`config.mk`:
```
export PLATFORM = sky130hd
export DESIGN_NAME = e1_t1_timeslot_mapper
export DESIGN_NICKNAME = d
export VERILOG_FILES = /design/src/verilog/e1_map_pkg.sv /design/src/verilog/e1_t1_timeslot_mapper.sv
export SDC_FILE = /design/constraint.sdc
export NUM_CORES = 1
export LEC_CHECK = 0
export BUFFER_PORTS_ARGS = -buffer_cell sky130_fd_sc_hd__buf_2
export CAP_MARGIN = 10
export CORE_ASPECT_RATIO = 1.25
export CORE_UTILIZATION = 30
export CTS_CLUSTER_SIZE = 16
export DETAILED_ROUTE_END_ITERATION = 10
export PLACE_DENSITY = 0.55
export SKIP_LAST_GASP = 1
export SYNTH_ARGS = -nofsm -noshare
export SYNTH_HDL_FRONTEND = slang
export SYNTH_SLANG_ARGS = --single-unit
```
`constraint.sdc`:
```
create_clock -name CLK -period 27 [get_ports CLK]
set_clock_uncertainty 0.15 [all_clocks]
set_input_delay 5.4 -clock CLK [delete_from_list [all_inputs] [get_ports CLK]]
set_output_delay 5.4 -clock CLK [all_outputs]
set_load 0.02 [all_outputs]
```
`src/verilog/e1_map_pkg.sv`:
```
/*
  constants, field layout and types of the e1/t1 timeslot mapper.
  assumes one 20 mhz clock and 8-bit register words.
*/
package e1_map_pkg;
  // ==========================================================
  // timing
  localparam int unsigned CLK_HZ = 20_000_000;
  localparam int unsigned FAST_SEC = 1;
  localparam int unsigned LONG_SEC = 10;
  localparam int unsigned FAST_CYC = FAST_SEC * CLK_HZ;
  localparam int unsigned LONG_CYC = LONG_SEC * CLK_HZ;
  // ==========================================================
  // frame geometry and rates
  localparam int unsigned E1_SLOTS = 32;
  localparam logic [4:0] E1_LAST = 5'h1f;
  localparam logic [4:0] T1_LAST = 5'h17;
  localparam logic [4:0] TS16 = 5'h10;
  localparam logic [4:0] E1_MF_LAST = 5'h0f;
  localparam logic [4:0] ESF_MF_LAST = 5'h17;
  localparam logic [4:0] SF_MF_LAST = 5'h0b;
  localparam int unsigned AGG_KBPS = 2048;
  localparam int unsigned SLOT_KBPS = 64;
  localparam logic [5:0] AGG_SLOTS = 6'(AGG_KBPS / SLOT_KBPS);
  // ==========================================================
  // register map
  localparam logic [3:0] A_CTRL = 4'h0;
  localparam logic [3:0] A_IDLE = 4'h1;
  localparam logic [3:0] A_ROLE = 4'h2;
  localparam logic [3:0] A_RATE = 4'h3;
  localparam logic [3:0] A_SIDX = 4'h4;
  localparam logic [3:0] A_SVAL = 4'h5;
  localparam logic [3:0] A_BULK = 4'h6;
  localparam logic [3:0] A_STAT = 4'h7;
  localparam logic [3:0] A_USED = 4'h8;
  localparam logic [3:0] A_FCTL = 4'h9;
  localparam logic [3:0] A_FIDL = 4'ha;
  // ==========================================================
  // field positions
  localparam int unsigned C_FM = 0;
  localparam int unsigned C_SY = 2;
  localparam int unsigned C_CRC = 4;
  localparam int unsigned C_ID = 5;
  localparam int unsigned C_LOOP = 6;
  localparam int unsigned C_DTS = 7;
  localparam int unsigned R_CO = 0;
  localparam int unsigned R_FAR = 1;
  localparam int unsigned R_T1 = 3;
  localparam int unsigned R_FBI = 4;
  localparam int unsigned S_NORM = 0;
  localparam int unsigned S_REF = 1;
  localparam int unsigned S_LOS = 2;
  localparam int unsigned S_CRC = 3;
  localparam int unsigned S_ID = 4;
  // ==========================================================
  // reset values and commands
  localparam logic [7:0] RST_CTRL = 8'h41;
  localparam logic [7:0] RST_IDLE = 8'hff;
  localparam logic [7:0] RST_ROLE = 8'h01;
  localparam logic [7:0] BULK_FULL = 8'h01;
  localparam logic [7:0] BULK_CLEAR = 8'h02;
  // ==========================================================
  // types
  typedef enum logic [1:0] {
    FM_UNF = 2'h0, FM_BASIC = 2'h1, FM_MFT = 2'h2, FM_SF = 2'h3
  } fm_t;
  typedef enum logic [1:0] {
    SY_STD = 2'h0, SY_FAST = 2'h1, SY_LONG = 2'h2
  } sync_t;
  typedef enum logic [1:0] {
    FAR_E1 = 2'h0, FAR_SER = 2'h1, FAR_LAN = 2'h2
  } far_t;
  typedef enum logic [1:0] {
    SL_NC = 2'h0, SL_DATA = 2'h1, SL_MGMT = 2'h2
  } slot_t;
  typedef enum logic [2:0] {
    RS_NORM = 3'b001, RS_LOST = 3'b010, RS_WAIT = 3'b100
  } rs_t;
endpackage

```
`src/verilog/e1_t1_timeslot_mapper.sv`:
```
/*
  e1/t1 port framing and timeslot mapper: slot assignment, idle fill,
  timeslot 0 loop/pass, write permissions and resync timing.
  assumes a line framer and link framer on the same clock giving one
  SLOT_STROBE per timeslot byte; SYNC_LOSS and TRANSMIT_SERIAL_INPUT
  are asynchronous pins.
*/
// Implementation choices: the placing of the registers and strobed register access.
`timescale 1ns/10ps
// Functional notes
// - unused slots carry the programmable idle byte
// - each slot is data, management or unconnected
// - one management slot, only with dedicated mode
// - bulk commands: all data, all unconnected; full makes data only the slots below the usable budget and last slot
// - looped slot 0 returns to the line
// - transparent slot 0 goes to the remote
// - multiframe mode: slot 0 passes, 16 connected
// - crc-4 only in basic framed mode
// - both user interfaces share 2048 kbps
// - lan rate shrinks the usable slot count
// - serial rate shrinks the usable slot count
// - identical settings forced yes in multiframe and unframed modes
// - framing modes allowed depend on far unit
// - unframed mode disables all other parameters
// - identical off: near always, far if central
// - multiframe: identical fixed, near needs central
// - t1 esf 24 frames, sf 12 frames
// - t1 framing bit from input or internal
// - resync after 1 s, 10 s or at once
// - basic framed slot 0 holds sync word
module e1_t1_timeslot_mapper
  import e1_map_pkg::*;
#(
  parameter int unsigned FAST_RESYNC_CYC = FAST_CYC,
  parameter int unsigned LONG_RESYNC_CYC = LONG_CYC,
  parameter logic [23:0] FBIT_PATTERN = 24'h5a5a5a
) (
  // clock, reset, enable
  input wire logic CLK,
  input wire logic RESETN,
  input wire logic CE,
  // register port
  input wire logic [3:0] REG_ADDR,
  input wire logic [7:0] REG_WDATA,
  input wire logic REG_WR,
  input wire logic REG_RD,
  output logic [7:0] REG_RDATA,
  // slot stream in
  input wire logic SLOT_STROBE,
  input wire logic [7:0] LINE_RX_DATA,
  input wire logic [7:0] LINK_RX_DATA,
  input wire logic [7:0] MGMT_TX_DATA,
  // pins
  input wire logic SYNC_LOSS,
  input wire logic TRANSMIT_SERIAL_INPUT,
  // slot stream out
  output logic [7:0] LINE_TX_DATA,
  output logic LINE_TX_VALID,
  output logic LINE_TX_FBIT,
  output logic LINE_TX_MF_START,
  output logic [7:0] LINK_TX_DATA,
  output logic LINK_TX_VALID,
  output logic [7:0] MGMT_RX_DATA,
  output logic MGMT_RX_VALID,
  // status
  output logic CRC4_ENABLE,
  output logic PORT_NORMAL
);

  // ==========================================================
  // state
  typedef struct packed {
    logic [7:0] ctrl;
    logic [7:0] idle;
    logic [7:0] role;
    logic [5:0] rate;
    logic [4:0] idx;
    slot_t [E1_SLOTS-1:0] tab;
    logic [7:0] fctl;
    logic [7:0] fidl;
    logic refused;
    rs_t rs;
    logic [27:0] cnt;
    logic los1;
    logic los2;
    logic ser1;
    logic ser2;
    logic [4:0] slot;
    logic [4:0] mf;
    logic [7:0] line_tx;
    logic line_v;
    logic fbit;
    logic mfs;
    logic [7:0] link_tx;
    logic link_v;
    logic [7:0] mg_d;
    logic mg_v;
    logic crc;
    logic normal;
    logic [7:0] rdata;
  } st_t;

  st_t st_ff;
  st_t nxt_st;

  // ==========================================================
  // decode helpers
  function automatic logic fm_ok(logic t1, logic fe1, fm_t v);
    if (t1) begin
      fm_ok = (v != FM_MFT);
    end else if (fe1) begin
      fm_ok = (v != FM_SF);
    end else begin
      fm_ok = (v == FM_BASIC) || (v == FM_UNF);
    end
  endfunction

  function automatic slot_t eff_slot(fm_t m, logic t1, logic [4:0] s,
                                     slot_t v);
    if (!t1 && m == FM_MFT && (s == 5'h0 || s == TS16)) begin
      eff_slot = SL_DATA;
    end else begin
      eff_slot = v;
    end
  endfunction

  fm_t fm;
  sync_t sy;
  logic co, fe1, t1, mft, unf, id_eff, crc_eff;
  logic ne_fm_wr, fe_fm_wr, ne_cfg_wr, fe_cfg_wr, id_wr;
  logic [5:0] limit, data_cnt, mgmt_cnt, data_oth, mgmt_oth;
  logic [4:0] last;
  slot_t cur;
  logic ts0;

  assign fm = fm_t'(st_ff.ctrl[C_FM+:2]);
  assign sy = sync_t'(st_ff.ctrl[C_SY+:2]);
  assign co = st_ff.role[R_CO];
  assign fe1 = (far_t'(st_ff.role[R_FAR+:2]) == FAR_E1);
  assign t1 = st_ff.role[R_T1];
  assign mft = (fm == FM_MFT);
  assign unf = (fm == FM_UNF);
  assign id_eff = mft || unf || st_ff.ctrl[C_ID];
  assign crc_eff = st_ff.ctrl[C_CRC] && fm == FM_BASIC && !t1;
  assign ne_fm_wr = co || !fe1;
  assign fe_fm_wr = t1 && co;
  assign id_wr = !(mft || unf) && co && fe1;
  assign ne_cfg_wr = unf ? 1'b0 : mft ? co : id_eff ? (co || !fe1) : 1'b1;
  assign fe_cfg_wr = (unf || mft) ? 1'b0 : id_eff ? (t1 && !co) : co;
  assign limit = AGG_SLOTS - st_ff.rate;
  assign last = t1 ? T1_LAST : E1_LAST;
  assign cur = eff_slot(fm, t1, st_ff.slot, st_ff.tab[st_ff.slot]);
  assign ts0 = !t1 && !unf && st_ff.slot == 5'h0;

  always_comb begin
    data_cnt = '0;
    mgmt_cnt = '0;
    data_oth = '0;
    mgmt_oth = '0;
    for (int i = 0; i < E1_SLOTS; i++) begin
      if (st_ff.tab[i] == SL_DATA) begin
        data_cnt = data_cnt + 6'h1;
        if (5'(i) != st_ff.idx) begin
          data_oth = data_oth + 6'h1;
        end
      end
      if (st_ff.tab[i] == SL_MGMT) begin
        mgmt_cnt = mgmt_cnt + 6'h1;
        if (5'(i) != st_ff.idx) begin
          mgmt_oth = mgmt_oth + 6'h1;
        end
      end
    end
  end

  // ==========================================================
  // next state
  always_comb begin
    fm_t wfm;
    slot_t wsl;
    logic fm_upd, bad;
    wfm = fm_t'(REG_WDATA[C_FM+:2]);
    wsl = slot_t'(REG_WDATA[1:0]);
    fm_upd = ne_fm_wr && fm_ok(t1, fe1, wfm);
    bad = 1'b0;
    nxt_st = st_ff;
    nxt_st.rdata = '0;
    nxt_st.line_v = 1'b0;
    nxt_st.link_v = 1'b0;
    nxt_st.mg_v = 1'b0;
    nxt_st.mfs = 1'b0;
    nxt_st.los1 = SYNC_LOSS;
    nxt_st.los2 = st_ff.los1;
    nxt_st.ser1 = TRANSMIT_SERIAL_INPUT;
    nxt_st.ser2 = st_ff.ser1;
    nxt_st.crc = crc_eff;
    nxt_st.normal = (st_ff.rs == RS_NORM);

    // register reads
    if (REG_RD) begin
      unique case (REG_ADDR)
        A_CTRL: nxt_st.rdata = {st_ff.ctrl[7:6], id_eff, crc_eff,
                                st_ff.ctrl[3:0]};
        A_IDLE: nxt_st.rdata = st_ff.idle;
        A_ROLE: nxt_st.rdata = st_ff.role;
        A_RATE: nxt_st.rdata = {2'h0, st_ff.rate};
        A_SIDX: nxt_st.rdata = {3'h0, st_ff.idx};
        A_SVAL: nxt_st.rdata = {6'h0, st_ff.tab[st_ff.idx]};
        A_STAT: begin
          nxt_st.rdata = {3'h0, id_eff, crc_eff, st_ff.los2,
                          st_ff.refused, st_ff.normal};
          nxt_st.refused = 1'b0;
        end
        A_USED: nxt_st.rdata = {2'h0, data_cnt};
        A_FCTL: nxt_st.rdata = st_ff.fctl;
        A_FIDL: nxt_st.rdata = st_ff.fidl;
        default: nxt_st.rdata = '0;
      endcase
    end

    // register writes; a blocked field keeps its value
    if (REG_WR) begin
      unique case (REG_ADDR)
        A_CTRL: begin
          if (fm_upd) begin
            nxt_st.ctrl[C_FM+:2] = REG_WDATA[C_FM+:2];
          end
          if (ne_fm_wr) begin
            nxt_st.ctrl[C_CRC] = REG_WDATA[C_CRC] && !t1
                                 && fm_t'(nxt_st.ctrl[C_FM+:2]) == FM_BASIC;
          end
          if (ne_cfg_wr) begin
            nxt_st.ctrl[C_SY+:2] = REG_WDATA[C_SY+:2];
            nxt_st.ctrl[C_LOOP] = REG_WDATA[C_LOOP];
          end
          if (id_wr) begin
            nxt_st.ctrl[C_ID] = REG_WDATA[C_ID];
          end
          nxt_st.ctrl[C_DTS] = REG_WDATA[C_DTS];
          bad = (REG_WDATA[C_FM+:2] != st_ff.ctrl[C_FM+:2] && !fm_upd)
                || (REG_WDATA[C_CRC] != nxt_st.ctrl[C_CRC])
                || (REG_WDATA[C_SY+:2] != st_ff.ctrl[C_SY+:2] && !ne_cfg_wr);
        end
        A_IDLE: begin
          if (ne_cfg_wr) begin
            nxt_st.idle = REG_WDATA;
          end
          bad = !ne_cfg_wr;
        end
        A_ROLE: nxt_st.role = REG_WDATA;
        A_RATE: begin
          if (REG_WDATA <= 8'(AGG_SLOTS)
              && 7'(REG_WDATA[5:0]) + 7'(data_cnt) <= 7'(AGG_SLOTS)) begin
            nxt_st.rate = REG_WDATA[5:0];
          end else begin
            bad = 1'b1;
          end
        end
        A_SIDX: nxt_st.idx = REG_WDATA[4:0];
        A_SVAL: begin
          bad = !ne_cfg_wr || REG_WDATA[7:2] != 6'h0 || wsl == 2'h3
                || (t1 && st_ff.idx > T1_LAST);
          if (wsl == SL_MGMT && (!st_ff.ctrl[C_DTS] || mgmt_oth != 6'h0)) begin
            bad = 1'b1;
          end
          if (wsl == SL_DATA && data_oth >= limit) begin
            bad = 1'b1;
          end
          if (!bad) begin
            nxt_st.tab[st_ff.idx] = wsl;
          end
        end
        A_BULK: begin
          bad = !ne_cfg_wr;
          for (int i = 0; i < E1_SLOTS; i++) begin
            if (ne_cfg_wr && REG_WDATA == BULK_CLEAR) begin
              nxt_st.tab[i] = SL_NC;
            end
            if (ne_cfg_wr && REG_WDATA == BULK_FULL) begin
              // full stops at the usable slot budget
              nxt_st.tab[i] = (6'(i) < limit && 5'(i) <= last) ? SL_DATA : SL_NC;
            end
          end
        end
        A_FCTL: begin
          if (fe_fm_wr) begin
            nxt_st.fctl[C_FM+:2] = REG_WDATA[C_FM+:2];
            nxt_st.fctl[C_CRC] = REG_WDATA[C_CRC]
                                 && fm_t'(REG_WDATA[C_FM+:2]) == FM_BASIC;
          end
          if (fe_cfg_wr) begin
            nxt_st.fctl[C_SY+:2] = REG_WDATA[C_SY+:2];
          end
          bad = !fe_fm_wr && !fe_cfg_wr;
        end
        A_FIDL: begin
          if (fe_cfg_wr) begin
            nxt_st.fidl = REG_WDATA;
          end
          bad = !fe_cfg_wr;
        end
        default: bad = 1'b0;
      endcase
    end
    if (bad) begin
      nxt_st.refused = 1'b1;
    end

    // resync after loss of frame alignment
    unique case (st_ff.rs)
      RS_NORM: begin
        if (st_ff.los2) begin
          nxt_st.rs = RS_LOST;
        end
      end
      RS_LOST: begin
        nxt_st.cnt = '0;
        if (!st_ff.los2) begin
          nxt_st.rs = (sy == SY_FAST || sy == SY_LONG) ? RS_WAIT : RS_NORM;
        end
      end
      RS_WAIT: begin
        nxt_st.cnt = st_ff.cnt + 28'h1;
        if (st_ff.los2) begin
          nxt_st.rs = RS_LOST;
        end else if ((sy == SY_FAST && st_ff.cnt == 28'(FAST_RESYNC_CYC - 1))
                  || (sy != SY_FAST && st_ff.cnt == 28'(LONG_RESYNC_CYC - 1))) begin
          nxt_st.rs = RS_NORM;
        end
      end
      default: nxt_st.rs = RS_LOST;
    endcase

    // slot stream
    if (SLOT_STROBE) begin
      nxt_st.line_v = 1'b1;
      nxt_st.link_v = 1'b1;
      if (st_ff.slot >= last) begin
        nxt_st.slot = 5'h0;
        if (st_ff.mf >= (!t1 ? E1_MF_LAST : fm == FM_SF ? SF_MF_LAST
                                                         : ESF_MF_LAST)) begin
          nxt_st.mf = 5'h0;
        end else begin
          nxt_st.mf = st_ff.mf + 5'h1;
        end
      end else begin
        nxt_st.slot = st_ff.slot + 5'h1;
      end
      nxt_st.mfs = (st_ff.slot == 5'h0 && st_ff.mf == 5'h0);
      if (t1 && st_ff.slot == 5'h0) begin
        nxt_st.fbit = st_ff.role[R_FBI] ? FBIT_PATTERN[st_ff.mf] : st_ff.ser2;
      end
      if (unf) begin
        nxt_st.line_tx = LINK_RX_DATA; // unstructured pass
        nxt_st.link_tx = LINE_RX_DATA;
      end else if (ts0 && fm == FM_BASIC && st_ff.ctrl[C_LOOP]) begin
        nxt_st.line_tx = LINE_RX_DATA;
        nxt_st.link_tx = st_ff.idle;
      end else if (ts0) begin
        nxt_st.line_tx = LINK_RX_DATA;
        nxt_st.link_tx = LINE_RX_DATA;
      end else begin
        unique case (cur)
          SL_DATA: begin
            nxt_st.line_tx = LINK_RX_DATA;
            nxt_st.link_tx = LINE_RX_DATA;
          end
          SL_MGMT: begin
            nxt_st.line_tx = MGMT_TX_DATA;
            nxt_st.link_tx = st_ff.idle;
            nxt_st.mg_d = LINE_RX_DATA;
            nxt_st.mg_v = 1'b1;
          end
          default: begin
            nxt_st.line_tx = st_ff.idle;
            nxt_st.link_tx = st_ff.idle;
          end
        endcase
      end
      // no line traffic reaches the remote while out of alignment
      if (st_ff.rs != RS_NORM) begin
        nxt_st.link_tx = st_ff.idle;
      end
    end
  end

  // ==========================================================
  // registers
  always_ff @(posedge CLK or negedge RESETN) begin
    if (!RESETN) begin
      st_ff <= '0;
      st_ff.ctrl <= RST_CTRL;
      st_ff.idle <= RST_IDLE;
      st_ff.role <= RST_ROLE;
      st_ff.rs <= RS_NORM;
      st_ff.fidl <= RST_IDLE;
    end else if (CE) begin
      st_ff <= nxt_st;
    end
  end

  assign REG_RDATA = st_ff.rdata;
  assign LINE_TX_DATA = st_ff.line_tx;
  assign LINE_TX_VALID = st_ff.line_v;
  assign LINE_TX_FBIT = st_ff.fbit;
  assign LINE_TX_MF_START = st_ff.mfs;
  assign LINK_TX_DATA = st_ff.link_tx;
  assign LINK_TX_VALID = st_ff.link_v;
  assign MGMT_RX_DATA = st_ff.mg_d;
  assign MGMT_RX_VALID = st_ff.mg_v;
  assign CRC4_ENABLE = st_ff.crc;
  assign PORT_NORMAL = st_ff.normal;
endmodule
```
### After elaboration in Yosys (flattened, before gate mapping)

Memories as Yosys holds them, arrays and structs flattened.
Cells that the tools add are included.

| storage, ports and cells | value |
|---|---|
| flip-flop bits (word level) | 197 |
| memory bits (read-only) | 32 |
| output and inout port bits | 39 |
| memories | 1 |

Memory list:

| name | words | bits a word | read ports | clocked after Yosys merged registers in | write ports | line | RTL |
|---|---|---|---|---|---|---|---|
| (name not given) | 32 | 1 | 1 | 0 | 0 | e1_t1_timeslot_mapper.sv:351 | `nxt_st.fbit = st_ff.role[R_FBI] ? FBIT_PATTERN[st_ff.mf] : st_ff.ser2;` |

| cells by class | value |
|---|---|
| add/sub/neg operators | 98 |
| order comparisons | 74 |
| equality and inequality tests | 136 |
| muxes and demuxes | 288 |
| bitwise logic cells | 3 |
| reductions and logical operators | 117 |

Operator list:

| kind | count |
|---|---|
| two-way mux 6 bit | 155 |
| adder 6 x 1 -> 6 bit, second input constant | 93 |
| case mux 64 bit (2 select lines) | 1 |
| < comparator 5 x 6 -> 1 bit, first input constant | 16 |
| less-or-equal comparator 5 bit, first input constant | 16 |
| two-way mux 2 bit | 40 |
| != test 5 bit, first input constant | 16 |
| case mux 8 bit (10 select lines) | 1 |
| == test 2 bit, second input constant | 38 |
| == test 2 x 1 -> 1 bit, second input constant | 37 |
| two-way mux 8 bit | 9 |
| bitwise mux 64 bit | 1 |
| two-way mux 64 bit | 1 |
| logical AND 1 bit | 62 |
| two-way mux 1 bit | 58 |
| case mux 28 bit (2 select lines) | 1 |
| < comparator 4 x 6 -> 1 bit, first input constant | 8 |
| less-or-equal comparator 4 x 5 -> 1 bit, first input constant | 8 |
| != test 4 x 5 -> 1 bit, first input constant | 8 |
| two-way mux 9 bit | 4 |
| AND reduction 4 bit | 8 |
| adder 28 x 1 -> 28 bit, second input constant | 1 |
| == test 28 x 25 -> 1 bit, second input constant | 1 |
| == test 28 bit, second input constant | 1 |
| 58 further kinds | 132 |

### Longest topological paths before layout

Gate-level depths: netlist of run 1.

| depth | value |
|---|---|
| depth after elaboration | 107 |
| gate-level depth with buffers | 114 |

### Worst setup path after synthesis of run 1

OpenSTA, ideal clock, no wires.

| timing path | value |
|---|---|
| kind | reg-to-reg |
| start point | register st_ff[168] (netlist bit) |
| end point | register st_ff[101] (netlist bit) |
| data arrival time | 20.416 ns |
| data required time | 26.722 ns |
| path slack | 6.306 ns |
| stages on the path, launching flop included | 113 |
| path through | dfrtp_1 > or2_1 > clkbuf_1 > buf_4 > buf_6 > clkbuf_1 > nor2_1 > nor2_1 > ha_1 > mux2i_1 > nor2_1 > ha_1 > nand2_1 > nand2_1 > ha_1 > nor2_1 > a311o_1 > nand2b_1 > (+77 left out) > mux2_2 > ha_1 > mux2_2 > ha_1 > a21o_1 > a21o_1 > a21oi_1 > nor2b_1 > o21ai_0 > nand2_1 > a221oi_1 > nand4_1 > nor2_1 > o21ai_0 > nor3_4 > buf_4 > o21ai_1 > mux2_1 |

| between the ends | value |
|---|---|
| longest elaborated chain between the ends | 105 |
| elaborated cells between the ends (all ways) | 243 |

Ends and longest elaborated chain:

| item | line | RTL |
|---|---|---|
| from (decl) | e1_t1_timeslot_mapper.sv:103 | `st_t st_ff;` |
| from (signal assigned) | e1_t1_timeslot_mapper.sv:398 | `st_ff <= nxt_st;` |
| branches (longest 105 deep; another with adder 6 x 1 -> 6 bit) | -- |  |

Several ways; the timed one is not identified. The select of a mux whose other input is x is not followed.
A chain may end at the register's enable or synchronous reset.

### Worst setup path in the final report of run 1

| timing path | value |
|---|---|
| start point | register st_ff[167] (netlist bit) |
| end point | register st_ff[104] (netlist bit) |

Same word-level chain as after synthesis.

==> results of run 1 <==
flip-flops by register name, indices dropped and copies added (netlist names), 2 cells and up:
name and flops:
nxt_st 2, LINK_TX_DATA 8, LINE_TX_DATA 8, REG_RDATA 8, MGMT_RX_DATA 8, st_ff 153
fm 2
how the worst max path moves through the flow:
stage,slack [ps],end,depth (start not counted),startpoint
floorplan,6310,st_ff[101],112,st_ff[168]
global placement,4220,st_ff[104],108,st_ff[167]
detailed placement,3650,st_ff[122],112,st_ff[167]
CTS,3570,st_ff[110],112,st_ff[167]
global route,1500,st_ff[116],112,st_ff[167]
finish,3480,st_ff[104],108,st_ff[167]
area by class of cell:
class                           count  area share (%)
Multi-Input combinational cell   2524            70.0
Sequential cell                   196            18.7
Tap cell                         1062            5.03
Inverter                           91            1.29
Clock buffer                       20            1.69
Timing Repair Buffer              124            2.78
Clock inverter                     12           0.545
report_power, final:
group | leakage (nW) | switching (W) | total [W] | internal [W]
Combinational | 7.95 | 0.000832 | 0.00139 | 0.000563
Clock | 0.289 | 0.000126 | 0.000268 | 0.000141
Sequential | 2.56 | 0.0000457 | 0.000369 | 0.000323
worst register-to-register path: cells and delay by family, from the launching register on:
kind / cells / cell delay [ps]
adder cells (fa/ha/maj): 31 / 9250
buffers and inverters: 5 / 720
multiplexers: 11 / 2980
AND/OR/NAND/NOR: 34 / 4390
AO/OA/AOI/OAI: 27 / 5280
flip-flops: 1 / 670
placed cells by master, fill, tap and decap left out, drive strengths merged, types with 21 or more instances in the layout:
cell / instances
o21ai: 170
nand2b: 57
mux2: 103
inv: 96
nand3b: 27
nor2: 304
nand2: 272
o31ai: 21
buf: 123
nor3b: 29
o211ai: 29
a21oi: 190
xor2: 124
clkbuf: 21
nand4: 34
mux2i: 59
xnor2: 252
or3: 21
dfrtp: 176
nor2b: 65
a22o: 30
and3: 22
a31oi: 30
xnor3: 28
ha: 119
nor3: 80
mux4: 34
o22ai: 22
nand3: 82
logic make-up after synthesis:
group	count (synthesis)
AOI/OAI and AO/OA	707
xor gates and xnor gates	409
adders and majority gates	121
buffers and inverters	241
DFF	196
muxes	196
and+or+nand+nor	1091
metal layers:
| layer | routed length [um] | track usage, % | up-vias | part of all wire, % |
|---|---|---|---|---|
| met4 | 3710 | 8.05 | 2 | 4.6 |
| met2 | 41100 | 35.1 | 714 | 51 |
| met5 | 13 | 0 | - | 0.016 |
| li1 | - | - | 10717 | - |
| met1 | 31700 | 22.1 | 10697 | 39 |
| met3 | 4500 | 2.99 | 173 | 5.6 |
metrics by stage:
step	instances	total power, W
CTS	4029	0.00203
detailed placement	3997	0.00175
global route	4029	0.00223
finish	4029	0.00203
global placement	3997	0.00174
floorplan	2961	0.00148
==> metrics.md, run 1 <==
| Metric | Value |
|---|---|
| CTS tree | `yes` |
| Cell mode on critical path | `ha_1` |
| Most used DFF post-synth | `dfrtp_1` |
| HPWL after detailed placement | `63,000 um` |
| Die Ht | `321 um` |
| Cells after synthesis | `2,961` |
| Unique masters post-synth | `105` |
| Largest net degree at the start of global routing | `87` |
| Share of cells above drive strength 1 | `13.0%` |
| First-pass GRT wire length | `126,000 um` |
| Crit path capture type | `flip-flop` |
| Core Region | `80,400 sq um` |
| CP startpoint kind | `flip-flop` |
| Routed WL per cell | `20.1 um` |
| CP top delay family | `adder cells` |
| Num rows | `116` |
| Min-delay src | `LINE_TX_DATA[5]` |
| Multi-input gate area | `18,500 sq um` |
| Slew HR | `25.1%` |
| PD cells | `76.9 nW/um^2` |
| Slowest cell on the critical path | `o2111a_2` |
| Fin util | `32.8%` |
| Vias per std cell | `5.54` |
| Outcome | `finished clean` |
| First-pass DRT Iterations | `7` |
| Post-route DRC | `0` |
| Antenna violations before repair | `2` |
| TNS Setup | `0 ps` |
| Synth Area in Adders | `6.21%` |
| Post-synthesis async set-or-reset flop share | `100%` |
| Chip width | `257 um` |
| Synthesized Nets | `3,125` |
| Hold Fails Final Rpt | `0` |
| Pre-CTS WS | `3650 ps` |
| Crit share post-route | `87.1%` |
| Slew @ Worst Pin | `1120 ps` |
| Yosys warns | `0` |
| CTS sink count | `196` |
| Reg-to-reg startpoint | `st_ff[167]` |
| Data required, critical path | `27,250 ps` |
| Unrepaired setup endpoints after global routing | `no` |
| CTS Hold Bufs | `0` |
| Post-CTS setup buffer count | `0` |
| Cts bufs inserted | `17` |
| Top-Level Pins | `83` |
| Worst hold endpoint | `LINE_TX_DATA[5]` |
| Mux share of post-synthesis cell area | `10.3%` |
| Crit Path Max Fanout | `35` |
| Synthesized flop and latch total | `196` |
| Most used standard cell by instance count after synthesis | `nor2_1` |
| Final ANT Viol Nets | `0` |
| Final Slew Violations | `0` |
| Worst IR Drop VDD | `0.0000881 V` |
| Total gr overflow | `0` |
| Fill cells | `8,626` |
| Number of synthesized flops with an enable pin | `0` |
| Area delta synth->final | `7.90%` |
| Worst path max stage delay | `850 ps` |
| WS Path Type | `flip-flop to flip-flop` |
| Longest Clk Path Bufs | `2` |
| Area after DPL | `25,800 sq um` |
| Vias in the first global route | `21,823` |
| Reg area | `4930 sq um` |
| Clk root buf | `clkbuf_16` |
| Synth Area per Inst | `8.27 sq um` |
| Worst path arrival time | `23,770 ps` |
| Simple-gate share of the synthesized area | `22.3%` |
| Die area | `82,700 sq um` |
| Synth top cells by count | `nor2_1, nand2_1, xnor2_1, a21oi_1, dfrtp_1` |
| ANT cells | `0` |
| Final hold slack | `328 ps` |
| IO Port Bufs | `82` |
| FMAX | `0.0425 GHz` |
| Final Setup Violations | `0` |
| Skew-Pair Late Insertion Delay | `470 ps` |
| Sequential share of the synthesized area | `20.1%` |
| Worst reg2reg path endpoint | `st_ff[104]` |
| Register-to-Register Path Depth | `108` |
| Period minus WS final | `23,520 ps` |
| Compound-gate portion of the synthesized area | `19.0%` |
| Largest family of logic cells by synthesized area | `simple AND/OR/NAND/NOR gates` |
| Xor/xnor cell area share of the yosys netlist | `17.6%` |
| Min-delay worst type | `flip-flop to flip-flop` |
| Total GRT Usage | `19.3%` |
| Clock transition at the registers of the reported paths | `80 ps` |
| Drt total wl | `81,000 um` |
| Starting Density | `30.4%` |
| Final WS setup | `3480 ps` |
| Mapped Area | `24,500 sq um` |
| Share of the synthesized area in the top cell type | `18.0%` |
| LEAKAGE | `10.8 nW` |
| Worst hold path cell count | `2` |
| Routability cong. | `0.961` |
| Synth top area cells | `dfrtp_1, xnor2_1, ha_1` |
| Initial DRC count | `1,592` |
| Cell taking the most area after synthesis | `dfrtp_1` |
| Max-cap viol count | `0` |
| Post-layout nets | `3,118` |
| Worst Path Buf+Inv | `5` |
| Cts repair resizes | `0` |
| Final Cell Area | `26,400 sq um` |
| Worst reg-to-reg setup slack | `3480 ps` |
| Vias | `22,303` |
| H-tree depth | `4` |
No activity file was read; power rests on OpenSTA's default activity.
==> inputs of run 2 (changes only) <==
--- a/config.mk
+++ b/config.mk
@@ -5,6 +5,7 @@
 export SDC_FILE = /design/constraint.sdc
 export NUM_CORES = 1
 export LEC_CHECK = 0
+export ABC_AREA = 1
 export BUFFER_PORTS_ARGS = -buffer_cell sky130_fd_sc_hd__buf_2
 export CAP_MARGIN = 10
 export CORE_ASPECT_RATIO = 1.25
==> run 2 against run 1 <==
Sequential power rose by 3%. Register-to-register slack improved by 2700 ps. Synthesized cell count rose by 52%. Global-route usage fell by 1.8 points. Routed wire length fell by 5.3%. Cell area rose by 6.3%. Critical path depth rose by 15.
==> metrics.md, run 2 <==
| Metric | Value |
|---|---|
| Cell taking the most area after synthesis | `nand2_1 (was dfrtp_1)` |
| Max-cap viol count | `0 (unchanged)` |
| Share of power burned in registers | `33.3% (was 18.2%)` |
| NetSw | `0.000520 W (was 0.00100 W)` |
| Met2 Track Usage GR | `32.8% (was 35.1%)` |
| Sequential share of the synthesized area | `18.9% (was 20.1%)` |
| Clk root buf | `clkbuf_16 (unchanged)` |
| Data required, critical path | `27,200 ps (was 27,250 ps)` |
| Top-Level Pins | `83 (unchanged)` |
| Largest Register | `st_ff (unchanged)` |
| IO Port Bufs | `82 (unchanged)` |
| Final Slew Violations | `0 (unchanged)` |
| Unique masters post-synth | `69 (was 105)` |
| Die Ht | `332 um (was 321 um)` |
| Hold Fails Final Rpt | `0 (unchanged)` |
| Drt total wl | `76,800 um (was 81,000 um)` |
| Worst path max stage delay | `510 ps (was 850 ps)` |
| Die area | `88,400 sq um (was 82,700 sq um)` |
| Pre-CTS WS | `6100 ps (was 3650 ps)` |
| Share of cells above drive strength 1 | `11.9% (was 13.0%)` |
| Met3 Usage GRT | `1.51% (was 2.99%)` |
| Gr busiest metal | `met2 (unchanged)` |
| Synth top cells by count | `nand2_1, inv_1, nand3_1, nor2_1, o21ai_0 (was nor2_1, nand2_1, xnor2_1, a21oi_1, dfrtp_1)` |
| Most used DFF post-synth | `dfrtp_1 (unchanged)` |
| Synth Area per Inst | `5.81 sq um (was 8.27 sq um)` |
| Worst Path Buf+Inv | `20 (was 5)` |
| CTS Hold Bufs | `0 (unchanged)` |
| Period minus WS final | `20,820 ps (was 23,520 ps)` |
| Routed WL per cell | `13.5 um (was 20.1 um)` |
| Total gr overflow | `0 (unchanged)` |
| First-pass DRT Iterations | `8 (was 7)` |
| Routability cong. | `0.934 (was 0.961)` |
| Cells after synthesis | `4,501 (was 2,961)` |
| Crit Path Max Fanout | `97 (was 35)` |
| CTS tree | `yes (unchanged)` |
| Max FFs per register | `153 (unchanged)` |
| Mapped Area | `26,200 sq um (was 24,500 sq um)` |
| TNS Setup | `0 ps (unchanged)` |
| Chip width | `266 um (was 257 um)` |
| Vias | `27,092 (was 22,303)` |
| Final WS setup | `6180 ps (was 3480 ps)` |
| Comb power frac | `42.5% (was 68.7%)` |
| Antenna violations before repair | `0 (was 2)` |
| Post-synthesis async set-or-reset flop share | `100% (unchanged)` |
| Initial DRC count | `1,612 (was 1,592)` |
| Unrepaired setup endpoints after global routing | `no (unchanged)` |
| Total GRT Usage | `17.5% (was 19.3%)` |
| Slew HR | `26.5% (was 25.1%)` |
| Met1 Use GR | `20.2% (was 22.1%)` |
| First-pass GRT wire length | `127,000 um (was 126,000 um)` |
| Worst path arrival time | `21,020 ps (was 23,770 ps)` |
| LEAKAGE | `15.5 nW (was 10.8 nW)` |
| CTS sink count | `196 (unchanged)` |
| Fill cells | `9,636 (was 8,626)` |
| Skew-Pair Late Insertion Delay | `470 ps (about the same)` |
| Most frequent cells in the layout | `nand2_1, inv_1, nand3_1 (was nor2_1, nand2_1, xnor2_1)` |
| Number of synthesized flops with an enable pin | `0 (unchanged)` |
| Most used standard cell by instance count after synthesis | `nand2_1 (was nor2_1)` |
| CP startpoint kind | `flip-flop (unchanged)` |
| Post-route DRC | `0 (unchanged)` |
| PD cells | `40.7 nW/um^2 (was 76.9 nW/um^2)` |
| ANT cells | `0 (unchanged)` |
| Synthesized flop and latch total | `196 (unchanged)` |
| Crit path capture type | `flip-flop (unchanged)` |
| Starting Density | `30.4% (about the same)` |
| WS Path Type | `flip-flop to flip-flop (unchanged)` |
| Final Power | `0.00114 W (was 0.00203 W)` |
| Worst IR Drop VDD | `0.0000541 V (was 0.0000881 V)` |
| Min-delay worst type | `flip-flop to flip-flop (unchanged)` |
| Synthesized Nets | `4,665 (was 3,125)` |
| Area delta synth->final | `7.37% (was 7.90%)` |
| Vias in the first global route | `26,076 (was 21,823)` |
| Final ANT Viol Nets | `0 (unchanged)` |
| CP top delay family | `simple AND/OR/NAND/NOR gates (was adder cells)` |
| Yosys warns | `0 (unchanged)` |
| Vias per std cell | `4.77 (was 5.54)` |
| Share of the synthesized area in the top cell type | `18.6% (was 18.0%)` |
| Crit share post-route | `77.1% (was 87.1%)` |
| Post-layout nets | `4,677 (was 3,118)` |
| Num rows | `120 (was 116)` |
| Synth top area cells | `nand2_1, dfrtp_1, inv_1 (was dfrtp_1, xnor2_1, ha_1)` |
| FMAX | `0.0480 GHz (was 0.0425 GHz)` |
| Longest Clk Path Bufs | `2 (unchanged)` |
| Most common cell after layout, fill and taps aside | `nand2_1 (was nor2_1)` |
| Clock transition at the registers of the reported paths | `90 ps (was 80 ps)` |
| Core Region | `86,000 sq um (was 80,400 sq um)` |
| Clock power frac | `24.2% (was 13.2%)` |
| Sw Share | `45.5% (was 49.4%)` |
| Outcome | `finished clean (unchanged)` |
| Final Setup Violations | `0 (unchanged)` |
| P_int | `0.000623 W (was 0.00103 W)` |
| Slowest cell on the critical path | `dfrtp_1 (was o2111a_2)` |
| H-tree depth | `4 (unchanged)` |
| Largest net degree at the start of global routing | `98 (was 87)` |
| Slew @ Worst Pin | `1100 ps (was 1120 ps)` |
| HPWL after detailed placement | `62,600 um (was 63,000 um)` |
| Cell mode on critical path | `nand2_1 (was ha_1)` |
| Post-CTS setup buffer count | `0 (unchanged)` |
| Cts bufs inserted | `17 (unchanged)` |
| Cts repair resizes | `0 (unchanged)` |
==> run 2: changes by cell type after synthesis, sizes merged, moves of 47 or more <==
| cell | change |
|---|---|
| mux2i | -57 |
| nor2b | -65 |
| nand2b | -57 |
| nor2 | +111 |
| o21ai | +73 |
| clkbuf | -47 |
| nand3 | +513 |
| xnor2 | -237 |
| xor2 | -106 |
| mux2 | -103 |
| nand4 | +67 |
| a21oi | -104 |
| nand2 | +1195 |
| inv | +768 |
==> run 2: cells by family (layout without fill, tap and decap cells) <==
logic type / count (synthesis) / in the layout / synth area share (%)
AND/OR/NAND/NOR: 2726 / 2726 / 49.2
buffers and inverters: 972 / 997 / 15.1
AO/OA/AOI/OAI: 452 / 452 / 9.74
flip-flops: 196 / 196 / 18.9
adder cells (fa/ha/maj): 120 / 120 / 5.77
XOR/XNOR: 33 / 33 / 1.23
multiplexers: 2 / 2 / 0.0766
==> run 2: cell type report <==
cell class | instances | area, sq um | area share [%]
well taps | 1159 | 1450 | 5.16
inverters | 870 | 3270 | 11.6
flip-flops and latches | 196 | 4930 | 17.6
repair buffers | 95 | 517 | 1.84
clock inverters | 14 | 211 | 0.753
multi-input cells | 3333 | 17300 | 61.5
clock buffers | 18 | 429 | 1.53
==> run 2: worst reg2reg max path: cells and delay by family, from the launching register on <==
| family | cells | cell delay (ps) |
|---|---|---|
| compound gates | 5 | 1060 |
| simple gates | 67 | 9540 |
| fa+ha+maj | 31 | 8230 |
| buf+inv | 20 | 1260 |
| flops | 1 | 510 |
==> run 2: final timing paths <==
check	endpoint	start	cells after the start	slack (ps)
setup / recovery	st_ff[132]	st_ff[165]	123	6180
hold / removal	nxt_st[51]	nxt_st[51]	2	330
setup reg to reg	st_ff[132]	st_ff[165]	123	6180
hold reg to reg	nxt_st[51]	nxt_st[51]	2	330
max in group asynchronous	st_ff[137]	RESETN	2	20560
min in group asynchronous	MGMT_RX_VALID	RESETN	1	4750
==> run 2: stage by stage <==
step	hold WS (ps)	cell area [sq um]	std cells	util, %
after floorplan	292	26200	4501	-
after global placement	305	27400	5653	31.9
after detailed placement	310	27400	5653	31.9
after CTS	333	28100	5685	32.6
after global routing	351	28100	5685	32.6
final	331	28100	5685	32.6
==> run 2: per-layer routing <==
layer / part of all wire (%) / routed length, um / vias up
met5: 0 / 0 / -
met1: 43 / 33000 / 12108
li1: - / - / 14327
met2: 50 / 38700 / 507
met4: 3.7 / 2840 / 0
met3: 2.8 / 2170 / 150
==> run 2: power by group through the flow <==
stage / Combinational [W] / Clock (W) / Sequential [W]
after detailed placement: 0.000485 / 0 / 0.000383
after global placement: 0.000481 / 0 / 0.000384
after floorplan: 0.000383 / 0 / 0.000366
after global routing: 0.000558 / 0.000293 / 0.000386
final: 0.000486 / 0.000277 / 0.000381
after CTS: 0.000488 / 0.000283 / 0.000379
